==> src/shared/sac_pkg.sv <==
package sac_pkg;
  // register map, byte registers on the plain port
  localparam logic [7:0] ADDR_CTRL_STATUS = 8'h70;
  localparam logic [7:0] ADDR_RESULT_HIGH = 8'h71;
  localparam logic [7:0] ADDR_RESULT_LOW  = 8'h72;
  localparam logic [7:0] ADDR_IRQ_STATUS  = 8'h73;
  localparam logic [7:0] ADDR_IRQ_MASK    = 8'h74;

  // control/status field positions
  localparam int BIT_DONE  = 7;
  localparam int BIT_SPEED = 6;
  localparam int BIT_ON    = 5;
  localparam int CH_MSB    = 3;
  localparam int CH_LSB    = 0;

  // writable bits of the control register (done flag and bit 4 excluded)
  localparam logic [7:0] CTRL_WMASK  = 8'h6F;
  localparam logic [7:0] CTRL_RESET  = 8'h00;
  localparam logic [7:0] BYTE_ZERO   = 8'h00;

  // result width and full/zero scale codes
  localparam int          RES_W        = 10;
  localparam logic [9:0]  RES_FULL     = 10'h3FF;
  localparam logic [9:0]  RES_ZERO     = 10'h000;
  localparam logic [7:0]  HIGH_FULL    = 8'hFF;
  localparam logic [1:0]  LOW_FULL     = 2'h3;

  // converter clock divider: divide by 4 when speed clear, by 2 when set
  localparam logic [1:0]  DIV_SLOW_LAST = 2'h3;
  localparam logic [1:0]  DIV_FAST_LAST = 2'h1;

  // sample phase plus one converter tick per result bit
  localparam logic [3:0]  SAMPLE_TICKS = 4'h1;
  localparam logic [3:0]  BIT_LAST     = 4'h9;

  // interrupt event bits (local events only, end of conversion excluded)
  localparam int IRQ_W       = 2;
  localparam int EV_ABORT    = 0;
  localparam int EV_OVERRUN  = 1;

  typedef enum logic [1:0] {
    SAC_IDLE   = 2'b00,
    SAC_SAMPLE = 2'b01,
    SAC_CONV   = 2'b10
  } sac_state_t;
endpackage

==> src/rtl/sac_adc_ctrl.sv <==
// The placing of the registers and strobed register access are this design's own decisions.
`timescale 1ns/100ps
`default_nettype none
module sac_adc_ctrl
  import sac_pkg::*;
(
  input  wire logic       clk,
  input  wire logic       rst,
  input  wire logic [7:0] addr,
  input  wire logic [7:0] wdata,
  input  wire logic       wr,
  input  wire logic       rd,
  output logic      [7:0] rdata,
  input  wire logic       cpu_wait,
  input  wire logic       cpu_halt,
  input  wire logic       cmp_above_ref,
  input  wire logic       cmp_below_ref,
  input  wire logic       cmp_high,
  output logic      [3:0] analog_input_sel,
  output logic      [9:0] dac_probe,
  output logic            analog_enable,
  output logic            sample_hold,
  output logic            irq
);
  sac_state_t       state;
  sac_state_t       next_state;
  logic [7:0]       ctrl;
  logic             done_flag;
  logic [RES_W-1:0] result;
  logic [RES_W-1:0] trial;
  logic [RES_W-1:0] probe;
  logic [3:0]       bit_idx;
  logic [1:0]       div_cnt;
  logic [IRQ_W-1:0] irq_status;
  logic [IRQ_W-1:0] irq_mask;
  logic [1:0]       above_sync;
  logic [1:0]       below_sync;
  logic [1:0]       cmp_sync;
  logic [1:0]       halt_sync;

  // comparator and halt pins pass two flops before anything reads them
  always_ff @(posedge clk or posedge rst) begin
    if (rst) begin
      above_sync <= 2'h0;
      below_sync <= 2'h0;
      cmp_sync   <= 2'h0;
      halt_sync  <= 2'h0;
    end else begin
      above_sync <= {above_sync[0], cmp_above_ref};
      below_sync <= {below_sync[0], cmp_below_ref};
      cmp_sync   <= {cmp_sync[0], cmp_high};
      halt_sync  <= {halt_sync[0], cpu_halt};
    end
  end

  wire       in_above = above_sync[1];
  wire       in_below = below_sync[1];
  wire       in_cmp   = cmp_sync[1];
  wire       halted   = halt_sync[1];

  // bus decode
  wire       wr_ctrl  = wr && (addr == ADDR_CTRL_STATUS);
  wire       wr_istat = wr && (addr == ADDR_IRQ_STATUS);
  wire       wr_imask = wr && (addr == ADDR_IRQ_MASK);
  wire       rd_high  = rd && (addr == ADDR_RESULT_HIGH);
  wire [3:0] new_ch   = wdata[CH_MSB:CH_LSB];
  wire       ch_chg   = wr_ctrl && (new_ch != ctrl[CH_MSB:CH_LSB]);
  // wait is deliberately ignored so conversions keep going
  wire       conv_on  = ctrl[BIT_ON] && !halted;
  wire       busy     = (state != SAC_IDLE);
  wire [1:0] div_last = ctrl[BIT_SPEED] ? DIV_FAST_LAST : DIV_SLOW_LAST;
  wire       tick     = (div_cnt == div_last);
  wire       last_bit = (state == SAC_CONV) && tick && (bit_idx == BIT_LAST);
  logic [RES_W-1:0] step_trial;
  logic [RES_W-1:0] step_probe;
  logic [RES_W-1:0] final_code;

  sac_sar_step u_step (
    .trial      (trial),
    .bit_idx    (bit_idx),
    .cmp_high   (in_cmp),
    .next_trial (step_trial),
    .next_probe (step_probe)
  );

  // out-of-range inputs override the search result
  assign final_code = in_above ? RES_FULL : (in_below ? RES_ZERO : step_trial);

  // control register; done bit and reserved bit stay hardware-owned
  always_ff @(posedge clk or posedge rst) begin
    if (rst) begin
      ctrl <= CTRL_RESET;
    end else if (wr_ctrl) begin
      ctrl <= wdata & CTRL_WMASK;
    end
  end

  // converter clock prescaler, restarted with each conversion
  always_ff @(posedge clk or posedge rst) begin
    if (rst) begin
      div_cnt <= 2'h0;
    end else if (!busy || tick || wr_ctrl) begin
      div_cnt <= 2'h0;
    end else begin
      div_cnt <= div_cnt + 2'h1;
    end
  end

  // sequencer: any control write throws the current search away
  always_comb begin
    next_state = state;
    case (state)
      SAC_IDLE:   next_state = conv_on ? SAC_SAMPLE : SAC_IDLE;
      SAC_SAMPLE: next_state = tick ? SAC_CONV : SAC_SAMPLE;
      SAC_CONV:   next_state = last_bit ? SAC_SAMPLE : SAC_CONV;
      default:    next_state = SAC_IDLE;
    endcase
    if (!conv_on || wr_ctrl) begin
      next_state = SAC_IDLE;
    end
  end

  always_ff @(posedge clk or posedge rst) begin
    if (rst) begin
      state <= SAC_IDLE;
    end else begin
      state <= next_state;
    end
  end

  // successive approximation register and bit pointer
  always_ff @(posedge clk or posedge rst) begin
    if (rst) begin
      trial   <= RES_ZERO;
      probe   <= RES_ZERO;
      bit_idx <= 4'h0;
    end else if (state == SAC_SAMPLE && tick) begin
      trial   <= RES_FULL;
      probe   <= RES_W'(10'h200);
      bit_idx <= 4'h0;
    end else if (state == SAC_CONV && tick) begin
      trial   <= step_trial;
      probe   <= step_probe;
      bit_idx <= bit_idx + 4'h1;
    end
  end

  // results are overwritten each conversion, never held for software
  always_ff @(posedge clk or posedge rst) begin
    if (rst) begin
      result <= RES_ZERO;
    end else if (last_bit && !wr_ctrl) begin
      result <= final_code;
    end
  end

  // done flag: completion wins over a result_high read, control writes win over all
  always_ff @(posedge clk or posedge rst) begin
    if (rst) begin
      done_flag <= 1'b0;
    end else if (wr_ctrl) begin
      done_flag <= 1'b0;
    end else if (last_bit) begin
      done_flag <= 1'b1;
    end else if (rd_high) begin
      done_flag <= 1'b0;
    end
  end

  // local events only: an aborted search and an unread result overwritten
  wire [IRQ_W-1:0] events = {last_bit && done_flag && !rd_high && !wr_ctrl,
                             wr_ctrl && busy};
  always_ff @(posedge clk or posedge rst) begin
    if (rst) begin
      irq_status <= '0;
      irq_mask   <= '0;
    end else begin
      irq_status <= (irq_status & ~(wr_istat ? wdata[IRQ_W-1:0] : '0)) | events;
      if (wr_imask) begin
        irq_mask <= wdata[IRQ_W-1:0];
      end
    end
  end
  // end of conversion itself is never an interrupt source
  assign irq = |(irq_status & irq_mask);

  // read data, valid in the cycle after the strobe
  logic [7:0] next_rdata;
  always_comb begin
    case (addr)
      ADDR_CTRL_STATUS: next_rdata = {done_flag, ctrl[6:0]};
      ADDR_RESULT_HIGH: next_rdata = result[9:2];
      ADDR_RESULT_LOW:  next_rdata = {6'h00, result[1:0]};
      ADDR_IRQ_STATUS:  next_rdata = {6'h00, irq_status};
      ADDR_IRQ_MASK:    next_rdata = {6'h00, irq_mask};
      default:          next_rdata = BYTE_ZERO;
    endcase
  end

  always_ff @(posedge clk or posedge rst) begin
    if (rst) begin
      rdata <= BYTE_ZERO;
    end else if (rd) begin
      rdata <= next_rdata;
    end else begin
      rdata <= BYTE_ZERO;
    end
  end

  // analog side
  assign analog_input_sel = ctrl[CH_MSB:CH_LSB];
  assign analog_enable    = conv_on;
  assign sample_hold      = (state == SAC_SAMPLE);
  assign dac_probe        = probe;

  // completion raises the flag one edge later
  AST_DONE_SET: assert property (@(posedge clk) disable iff (rst)
    (last_bit && !wr_ctrl) |=> done_flag)
    else $error("done flag not set after conversion");

  AST_RDH_CLEAR: assert property (@(posedge clk) disable iff (rst)
    (rd_high && !last_bit && !wr_ctrl) |=> !done_flag)
    else $error("result_high read did not clear done");

  AST_WR_CLEAR: assert property (@(posedge clk) disable iff (rst)
    wr_ctrl |=> (!done_flag && state == SAC_IDLE))
    else $error("control write did not clear done and restart");

  AST_CH_RESTART: assert property (@(posedge clk) disable iff (rst)
    (ch_chg && wdata[BIT_ON] && !halted) |=> ##1 (state == SAC_SAMPLE))
    else $error("channel change did not restart conversion");

  AST_OFF_IDLE: assert property (@(posedge clk) disable iff (rst)
    (!ctrl[BIT_ON]) |-> (state == SAC_IDLE && !analog_enable))
    else $error("converter active while off");

  AST_FULL_SCALE: assert property (@(posedge clk) disable iff (rst)
    (last_bit && !wr_ctrl && in_above) |=> (result == RES_FULL))
    else $error("full scale not reported");

  AST_ZERO_SCALE: assert property (@(posedge clk) disable iff (rst)
    (last_bit && !wr_ctrl && in_below && !in_above) |=> (result == RES_ZERO))
    else $error("zero scale not reported");

  AST_LOW_READ: assert property (@(posedge clk) disable iff (rst)
    (rd && addr == ADDR_RESULT_LOW) |=> (rdata[7:2] == 6'h00 && rdata[1:0] == $past(result[1:0])))
    else $error("result_low read wrong");

  AST_DIV_SLOW: assert property (@(posedge clk) disable iff (rst)
    (busy && !ctrl[BIT_SPEED] && div_cnt == 2'h0 && !wr_ctrl) |=> (div_cnt == 2'h1) ##1 (!tick))
    else $error("slow divider wrong");

  AST_CONTINUOUS: assert property (@(posedge clk) disable iff (rst)
    (last_bit && !wr_ctrl && conv_on) |=> (state == SAC_SAMPLE))
    else $error("conversion not continuous");

  AST_WAIT_RUN: assert property (@(posedge clk) disable iff (rst)
    (cpu_wait && conv_on && !wr_ctrl && state == SAC_IDLE) |=> (state == SAC_SAMPLE))
    else $error("wait mode stopped converter");
endmodule
`default_nettype wire

==> src/rtl/sac_sar_step.sv <==
`timescale 1ns/100ps
`default_nettype none
// one successive-approximation trial: keep or drop the bit under test
module sac_sar_step
  import sac_pkg::*;
(
  input  wire logic [RES_W-1:0] trial,
  input  wire logic [3:0]       bit_idx,
  input  wire logic             cmp_high,
  output logic      [RES_W-1:0] next_trial,
  output logic      [RES_W-1:0] next_probe
);
  logic [RES_W-1:0] bit_mask;
  logic [RES_W-1:0] kept;
  logic [RES_W-1:0] low_ones;

  // bit_idx counts from 0 (msb) to 9 (lsb)
  assign bit_mask   = RES_W'(10'h200 >> bit_idx);
  // bits below the one under test are still undecided ones in trial
  assign low_ones   = RES_W'(10'h1FF >> bit_idx);
  // comparator high means analog input below probe: drop the bit
  assign kept       = cmp_high ? (trial & ~bit_mask) : trial;
  assign next_trial = kept;
  // probe only the decided upper bits plus the next bit, else the dac overshoots
  assign next_probe = (kept & ~low_ones) | (bit_mask >> 1);
endmodule
`default_nettype wire

==> config.mk <==
export PLATFORM = sky130hd
export DESIGN_NAME = sac_adc_ctrl
export DESIGN_NICKNAME = d
export VERILOG_FILES = /design/src/shared/sac_pkg.sv /design/src/rtl/sac_adc_ctrl.sv /design/src/rtl/sac_sar_step.sv
export SDC_FILE = /design/constraint.sdc
export NUM_CORES = 1
export LEC_CHECK = 0
export ABC_AREA = 1
export BUFFER_PORTS_ARGS = -buffer_cell sky130_fd_sc_hd__buf_2
export CAP_MARGIN = 20
export CELL_PAD_IN_SITES_DETAIL_PLACEMENT = 0
export CELL_PAD_IN_SITES_GLOBAL_PLACEMENT = 2
export CORE_AREA = 2 2 114 116
export CTS_BUF_LIST = sky130_fd_sc_hd__clkbuf_8
export CTS_CLUSTER_SIZE = 25
export DETAILED_ROUTE_END_ITERATION = 16
export DIE_AREA = 0 0 116 118
export PLACE_DENSITY = 0.66
export SETUP_SLACK_MARGIN = 0.5
export SYNTH_ARGS = -nofsm -noshare
export SYNTH_HDL_FRONTEND = slang
export SYNTH_SLANG_ARGS = --single-unit
==> constraint.sdc <==
create_clock -name clk -period 1.45 [get_ports clk]
set_input_delay 0 -clock clk [delete_from_list [all_inputs] [get_ports clk]]
set_output_delay 0 -clock clk [all_outputs]
set_load 0.02 [all_outputs]
==> run metrics, run 1 <==
run status=finished, final reports clean; top post-synthesis cells by area=sky130_fd_sc_hd__dfrtp_1 (52%), sky130_fd_sc_hd__nand2_1 (14%), sky130_fd_sc_hd__nand3_1 (6.2%); average size of a mapped cell=8.446 um^2; pin count of the biggest net entering global routing=65; CTS tree=built; slowest cell on the critical path=sky130_fd_sc_hd__dfrtp_2; die height=118 um; gp weighted congestion=0.7471; cell internal pwr=3193 uW; overall power=4144 uW; sequential cell area in the final layout=1605 um^2; cell type with the highest aggregate area in the netlist=sky130_fd_sc_hd__dfrtp_1; I/O pins=50; reported net switching power=951.2 uW; worst path bufs/invs=2; Setup Slack @ Placement=-0.04852 ns; first-pass GRT wire length=13680 um; number of global-route vias before repair=2790; total inserted antenna cells=0; clock sink count=64; biggest fanout along the worst timing path=3; cell type group with the largest total delay on the critical path=flip-flops; pwr/cell area=902.7 nW/um^2; Post-Place Cells=591; number of setup violations in the final report=0; Worst path max stage delay=0.46 ns; count of buffers from port buffering=46; data arrival time at the worst-slack endpoint=1.74 ns; power share of the combinational group=0.076; filler cell count=1354; Die ar.=13690 um^2; post-detailed-placement half-perimeter wirelength=5895 um; global-route total usage across every layer=0.1286; router iterations before antenna repair=4; residual DRC count=0; synthesized instance count=364; synthesis-to-finish area growth=49.33%; final global-route overflow total=0; share of final-layout standard cells stronger than drive strength 1=0.4123; setup TNS after final layout=0 ns; Max-Slew Margin vs Limit=0.7375; sequential cell fraction of total power=0.448; clock power share=0.476; Yosys warning total=0; clock root buffer=sky130_fd_sc_hd__clkbuf_8; maximum level of the CTS H-tree=3; detailed-route wire length per cell=13.05 um; Slew @ Worst Pin=0.3925 ns; min-delay worst type=input pin to flip-flop; total wirelength of the detailed-routed design=8416 um; Max clock buf depth=2; starting density of the core=0.2476; setup repair after global routing missed its margin=true; max_cap viols=0; final-report max-slew violation count=0; upper clock frequency limit=696.6 MHz; Leak Pwr=0.002284 uW; placeable core region=12410 um^2; FF+latch count, synth=64; Post-Synthesis Net Count=397; Placement Rows=41; Crit Path Category=flip-flop to flip-flop; Total Nets Final=501; die extent in x=116 um; Crit. End Element=flip-flop; clock-pin slew reported for the worst setup and hold paths after clock tree synthesis=0.08 ns; share of Yosys cell area claimed by the top area cell type=0.5210; final cell utilization of the core=0.3698; maximum vdd ir drop=0.0005052 V; worst path cell trace=buf_12, ha_4, buf_4, nand3_4, o21ai_4, o21ai_0, nand3_1, nand2_1; number of failing hold endpoints at the final stage=0; fraction of the yosys area taken by sequential cells=0.5210; latest clock arrival within the worst-skew pair=0.36 ns; final setup skew=0.01251 ns; setup slack after layout=0.01454 ns; average via count per standard cell=4.240; antenna violations before repair=0; endpoint required time on the critical path=1.75 ns; Iteration-0 DRC Markers=78; cts bufs inserted=9; clock period minus worst slack=1.435 ns; post-route insts no fill=645; Netlist cell types=28; post-synth design cell area=3074 um^2; type of origin of the critical path=flip-flop; Period Utilization, post-route=0.9900; multi-input combinational cell area=1556 um^2; vias after detailed routing=2735; final antenna-violating net count=0; switching part of the total=0.2295
[layout by cell type, fill, tap and decap left out, types with 9 or more instances in the layout]
cell,Yosys,routed
sky130_fd_sc_hd__dlygate4sd3_1,0,12
sky130_fd_sc_hd__buf_4,6,29
sky130_fd_sc_hd__nand3_2,0,15
sky130_fd_sc_hd__buf_6,2,17
sky130_fd_sc_hd__nand2_1,114,99
sky130_fd_sc_hd__nand2_2,5,14
sky130_fd_sc_hd__o21ai_1,4,15
sky130_fd_sc_hd__clkbuf_8,0,11
sky130_fd_sc_hd__dfrtp_1,64,61
sky130_fd_sc_hd__o21ai_0,34,12
sky130_fd_sc_hd__a21oi_1,11,11
sky130_fd_sc_hd__nand3_1,38,22
sky130_fd_sc_hd__inv_1,22,15
sky130_fd_sc_hd__nor2_1,21,15
sky130_fd_sc_hd__o21ai_2,1,9
sky130_fd_sc_hd__inv_2,7,11
sky130_fd_sc_hd__buf_2,4,43
[metal layers]
metal,up-vias,track usage,wire length [um]
met5,-,0,0
met4,0,0.05804,174
met3,12,0.02369,220
met2,37,0.2083,4122
met1,1297,0.1653,3899
li1,1389,-,-
[cells in the mapped netlist (all sizes together)]
library cell and instances:
buf 12, a21oi 11, inv 30, clkbuf 1, nand2 122, nand4 2, a22o 1, o21ai 39
ha 8, o22ai 3, nand3 38, nor2 26, o211ai 2, nor3 5, dfrtp 64
[path summary, 6_finish.rpt]
check | start | slack (ns) | to | depth (start not counted)
max | bit_idx[0] | 0.01 | result[4] | 8
min | wr | 0.01 | irq_status[0] | 3
min reg2reg | above_sync[0] | 0.35 | above_sync[1] | 0
min in group asynchronous | rst | 0.28 | state[1] | 4
max reg2reg | bit_idx[0] | 0.01 | result[4] | 8
max in group asynchronous | rst | 0.86 | bit_idx[2] | 4
[timing repair]
| item | in CTS | in global routing |
|---|---|---|
| hold endpoints to repair | 77 | 0 |
| pin swaps | 10 | 23 |
| setup buffers | 16 | 8 |
| hold buffers | 12 | 0 |
| gates cloned | 2 | 0 |
| setup endpoints to repair | 44 | 46 |
| gates resized for setup | 35 | 61 |
[area by class of cell]
type / instances / area share
flip-flops and latches: 64 / 0.3497
multi-input cells: 257 / 0.3391
well taps: 172 / 0.04688
repair inverters: 1 / 0.002453
clock inverters: 5 / 0.02235
inverters: 30 / 0.02807
clock buffers: 11 / 0.03298
repair buffers: 105 / 0.1785
[power by group through the flow]
stage	combinational (uW)	clock [uW]	sequential, uW
2_1_floorplan	164	0	1880
3_3_place_gp	240	0	1890
3_5_place_dp	241	0	1890
4_1_cts	302	2030	1860
5_1_grt	350	2110	1860
6_report	313	1970	1860
[state kept, by name, indices dropped and copies added, names as in the netlist, 4 cells and up]
signal and flops:
dac_probe 9, trial 10, bit_idx 4, ctrl 6, result 10, rdata 8
[cell families (layout without fill, tap and decap cells)]
family	after synthesis	count (layout)	share of synthesized area
compound gates	56	56	0.09809
fa+ha+maj	8	8	0.03256
buf+inv	43	152	0.06716
flops	64	64	0.5210
simple gates	193	193	0.2812
[stage by stage]
step | area (um^2) | hold slack [ns]
global placement | 3680 | 0.1082
global route | 4591 | 0.03239
finish | 4591 | 0.01046
CTS | 4289 | 0.007819
detailed placement | 3680 | 0.1101
floorplan | 3157 | 0.03143
[worst min-delay path, cell delays in order]
cell and delay, ns:
sky130_fd_sc_hd__buf_2 0.14, sky130_fd_sc_hd__nand2_4 0.13, sky130_fd_sc_hd__o21ai_1 0.07
(Power assumes the default switching activity.)
==> run 2: changes to the inputs <==
- ABC_AREA: 1 -> 0
- CAP_MARGIN: 20 -> 0
- PLACE_DENSITY: 0.66 -> 0.61
==> run metrics, run 2 <==
Worst path max stage delay=0.47 ns (about the same); min-delay worst type=input pin to flip-flop; Yosys warning total=0 (unchanged); fraction of the mapped netlist area in adder cells=0.03295 (+0.0003889); latest clock arrival within the worst-skew pair=0.35 ns (about the same); most common cell after layout, fill and taps aside=sky130_fd_sc_hd__dfrtp_1; pwr/cell area=803.2 nW/um^2 (-11%); cell internal pwr=3000 uW (-6.0%); total inserted antenna cells=0 (unchanged); type of origin of the critical path=flip-flop; Worst Reg2Reg Path Length in Cells=5 (-3); average size of a mapped cell=10.70 um^2 (+27%); setup TNS after final layout=-1.285 ns (-1.285 ns); Synth top cells by count=sky130_fd_sc_hd__dfrtp_1 (64), sky130_fd_sc_hd__nand2_1 (25), sky130_fd_sc_hd__nand3_1 (24), sky130_fd_sc_hd__o21ai_0 (18), sky130_fd_sc_hd__inv_1 (13); final antenna-violating net count=0 (unchanged); maximum vdd ir drop=0.0004739 V (-6.2%); final setup skew=0.007543 ns (-0.004965 ns); placeable core region=12410 um^2 (unchanged); slowest cell on the critical path=sky130_fd_sc_hd__dfrtp_2; met3 demand-to-capacity share in global routing=0.02575 (+0.002060); number of failing hold endpoints at the final stage=0 (unchanged); post-route insts no fill=581 (-9.9%); share of Yosys cell area claimed by the top area cell type=0.5272 (+0.006222); main combinational cell family by area after synthesis=simple AND/OR/NAND/NOR gates; die extent in x=116 um (unchanged); Worst Hold End=rdata[1]; post-detailed-placement half-perimeter wirelength=5921 um (+0.43%); global-route total usage across every layer=0.1294 (+0.0008230); hold path startpoint=rd; final cell utilization of the core=0.3884 (+0.01865); I/O pins=50 (unchanged); vias after detailed routing=2602 (-4.9%); hold-critical path depth=3 (unchanged); CTS tree=built; count of buffers from port buffering=46 (unchanged); final global-route overflow total=0 (unchanged); most used flip-flop cell after synthesis=sky130_fd_sc_hd__dfrtp_1; Iteration-0 DRC Markers=79 (+1.3%); setup slack after layout=-0.1078 ns (-0.1223 ns); violations in the final reports=negative setup slack; clock-pin slew reported for the worst setup and hold paths after clock tree synthesis=0.08 ns (about the same); synthesis-to-finish area growth=58.73%; Post-Synthesis Net Count=317 (-20%); launching element of the worst setup path=bit_idx[1]; Crit Path Category=flip-flop to flip-flop; clock power share=0.460 (-0.016); final-report max-slew violation count=0 (unchanged); Period Utilization, post-route=1.074 (+0.08437); starting density of the core=0.2447 (-0.002923); share of final-layout standard cells stronger than drive strength 1=0.5379 (+0.1256); Placement Rows=41 (unchanged); Post-Place Cells=530 (-10%); average via count per standard cell=4.478 (+5.6%); overall power=3873 uW (-6.5%); Die ar.=13690 um^2 (unchanged); Slew @ Worst Pin=0.3587 ns (-0.03383 ns); number of global-route vias before repair=2610 (-6.5%); Global Route met2 Usage=0.1981 (-0.01023); sequential cell fraction of total power=0.474 (+0.026); post-synth design cell area=3038 um^2 (-1.2%); commonest non-fill, non-tap cells in the layout=sky130_fd_sc_hd__dfrtp_1 (58), sky130_fd_sc_hd__buf_4 (47), sky130_fd_sc_hd__buf_2 (42), sky130_fd_sc_hd__buf_6 (20), sky130_fd_sc_hd__nand2_1 (18); clock sink count=64 (unchanged); Synth Area in Compound Gates=0.1540 (+0.05595); number of setup violations in the final report=24 (+24); fraction of synthesis flops using an asynchronous set or reset pin=1.000 (unchanged); met1 track demand over resource=0.1760 (+0.01077); data arrival time at the worst-slack endpoint=1.80 ns (+0.06 ns); slack of the worst reg-to-reg path=-0.11 ns (-0.12 ns); upper clock frequency limit=641.9 MHz (-7.9%); Netlist cell types=48 (+71%); count of flip-flops with a built-in enable after synthesis=0 (unchanged); gp weighted congestion=0.7936 (+6.2%); worst hold slack across all endpoints=0.09352 ns (+0.08306 ns); Crit. End Element=flip-flop; clock root buffer=sky130_fd_sc_hd__clkbuf_8; total wirelength of the detailed-routed design=8873 um (+5.4%); switching part of the total=0.2253 (-0.004186); cts bufs inserted=9 (unchanged); multiplexer fraction of the synthesized cell area=0.06631 (+0.06631); die height=118 um (unchanged); biggest fanout along the worst timing path=5 (+2); power share of the combinational group=0.066 (-0.010); worst path cell trace=inv_2, ha_4, nand4_4, or2_4, mux2_4; FF+latch count, synth=64 (unchanged); residual DRC count=0 (unchanged); Post-Synth XOR/XNOR Area=0.008237 (+0.008237); max_cap viols=0 (unchanged); fraction of the yosys area taken by sequential cells=0.5272 (+0.006222); most used standard cell by instance count after synthesis=sky130_fd_sc_hd__dfrtp_1; synthesized instance count=284 (-22%); router iterations before antenna repair=3 (-1); clock period minus worst slack=1.558 ns (+0.1223 ns); top post-synthesis cells by area=sky130_fd_sc_hd__dfrtp_1 (53%), sky130_fd_sc_hd__nand3_1 (4.0%), sky130_fd_sc_hd__mux2_2 (3.3%); Leak Pwr=0.002317 uW (+1.5%); Total Nets Final=437 (-13%); Max clock buf depth=2 (unchanged); maximum level of the CTS H-tree=3 (unchanged); pin count of the biggest net entering global routing=48 (-26%); endpoint required time on the critical path=1.69 ns (-0.06 ns); reg-to-reg critical path endpoint=result[7]; Max-Slew Margin vs Limit=0.7583 (+0.02080); filler cell count=1273 (-6.0%); first-pass GRT wire length=13650 um (-0.20%); most used routing layer in global routing=met2; setup repair after global routing missed its margin=true; fraction of the mapped netlist area in simple logic gates=0.1606 (-0.1206); antenna violations before repair=0 (unchanged); Crit Reg-Reg Startpoint=bit_idx[1]; run status=finished with violations; cell type with the highest aggregate area in the netlist=sky130_fd_sc_hd__dfrtp_1; detailed-route wire length per cell=15.27 um (+17%); reported net switching power=872.7 uW (-8.2%)
-- run 2: changes by cell type in the layout (fill, tap and decap cells not counted), sizes merged, moves of 6 or more --
cell   change
nand2     -97
buf       +21
o21ai     -21
inv       -19
nor2      -16
nand3     -14
mux2      +11
a22oi      +9
mux2i      +7
nor2b      +7
a21oi      -6
a31oi      +6
o31ai      +6
-- run 2: per-stage QoR --
| stage | cell area (um^2) | setup WS, ns |
|---|---|---|
| global placement | 3862 | -0.1500 |
| detailed placement | 3862 | -0.1423 |
| finish | 4822 | -0.1078 |
| global route | 4822 | -0.1494 |
| CTS | 4390 | -0.08363 |
| floorplan | 3133 | -0.1958 |
-- run 2: layout make-up --
cell class              instances  area (um^2)  share of cell area
inverters                      13        56.30             0.01168
multi-input cells             187         1643              0.3407
clock buffers                  11        151.4             0.03140
clock inverters                 5        78.83             0.01635
flip-flops and latches         64         1609              0.3337
repair buffers                129         1069              0.2216
well taps                     172        215.2             0.04463
-- run 2: what timing repair did --
item | CTS | global route
cloned | 0 | 3
resized for setup | 41 | 66
hold endpoints to repair | 80 | 0
hold buffers | 13 | 0
pin swaps | 9 | 14
setup buffers | 6 | 13
endpoints found under the setup margin | 49 | 49
-- run 2: logic make-up (layout without fill, tap and decap cells) --
kind of cell	count (synthesis)	after routing
fa+ha+maj	8	8
mux	18	18
xor+xnor	2	2
compound gates	68	68
buf+inv	33	158
simple gates	91	91
flops	64	64
-- run 2: power groups by stage --
stage / logic (uW) / registers [uW] / clock network [uW]
detailed placement: 196 / 1870 / 0
global route: 284 / 1840 / 1920
CTS: 239 / 1840 / 1830
global placement: 195 / 1870 / 0
floorplan: 111 / 1860 / 0
finish: 255 / 1840 / 1780
-- run 2: worst max path at each step --
stage	to	slack, ns
after floorplan	result[1]	-0.20
after global placement	result[7]	-0.15
after detailed placement	result[7]	-0.14
after CTS	result[7]	-0.08
after global routing	result[8]	-0.15
final	result[7]	-0.11
-- run 2: critical path, delay by kind of cell (launching register included) --
kind | cells | cell delay, ns
mux | 1 | 0.30
simple gates | 2 | 0.39
flops | 1 | 0.47
buf+inv | 1 | 0.10
fa+ha+maj | 1 | 0.19
-- run 2: layer usage --
| layer | up-vias | share of wire |
|---|---|---|
| li1 | 1263 | - |
| met1 | 1279 | 0.48 |
| met2 | 45 | 0.47 |
| met3 | 15 | 0.035 |
| met4 | 0 | 0.021 |
| met5 | - | 0 |
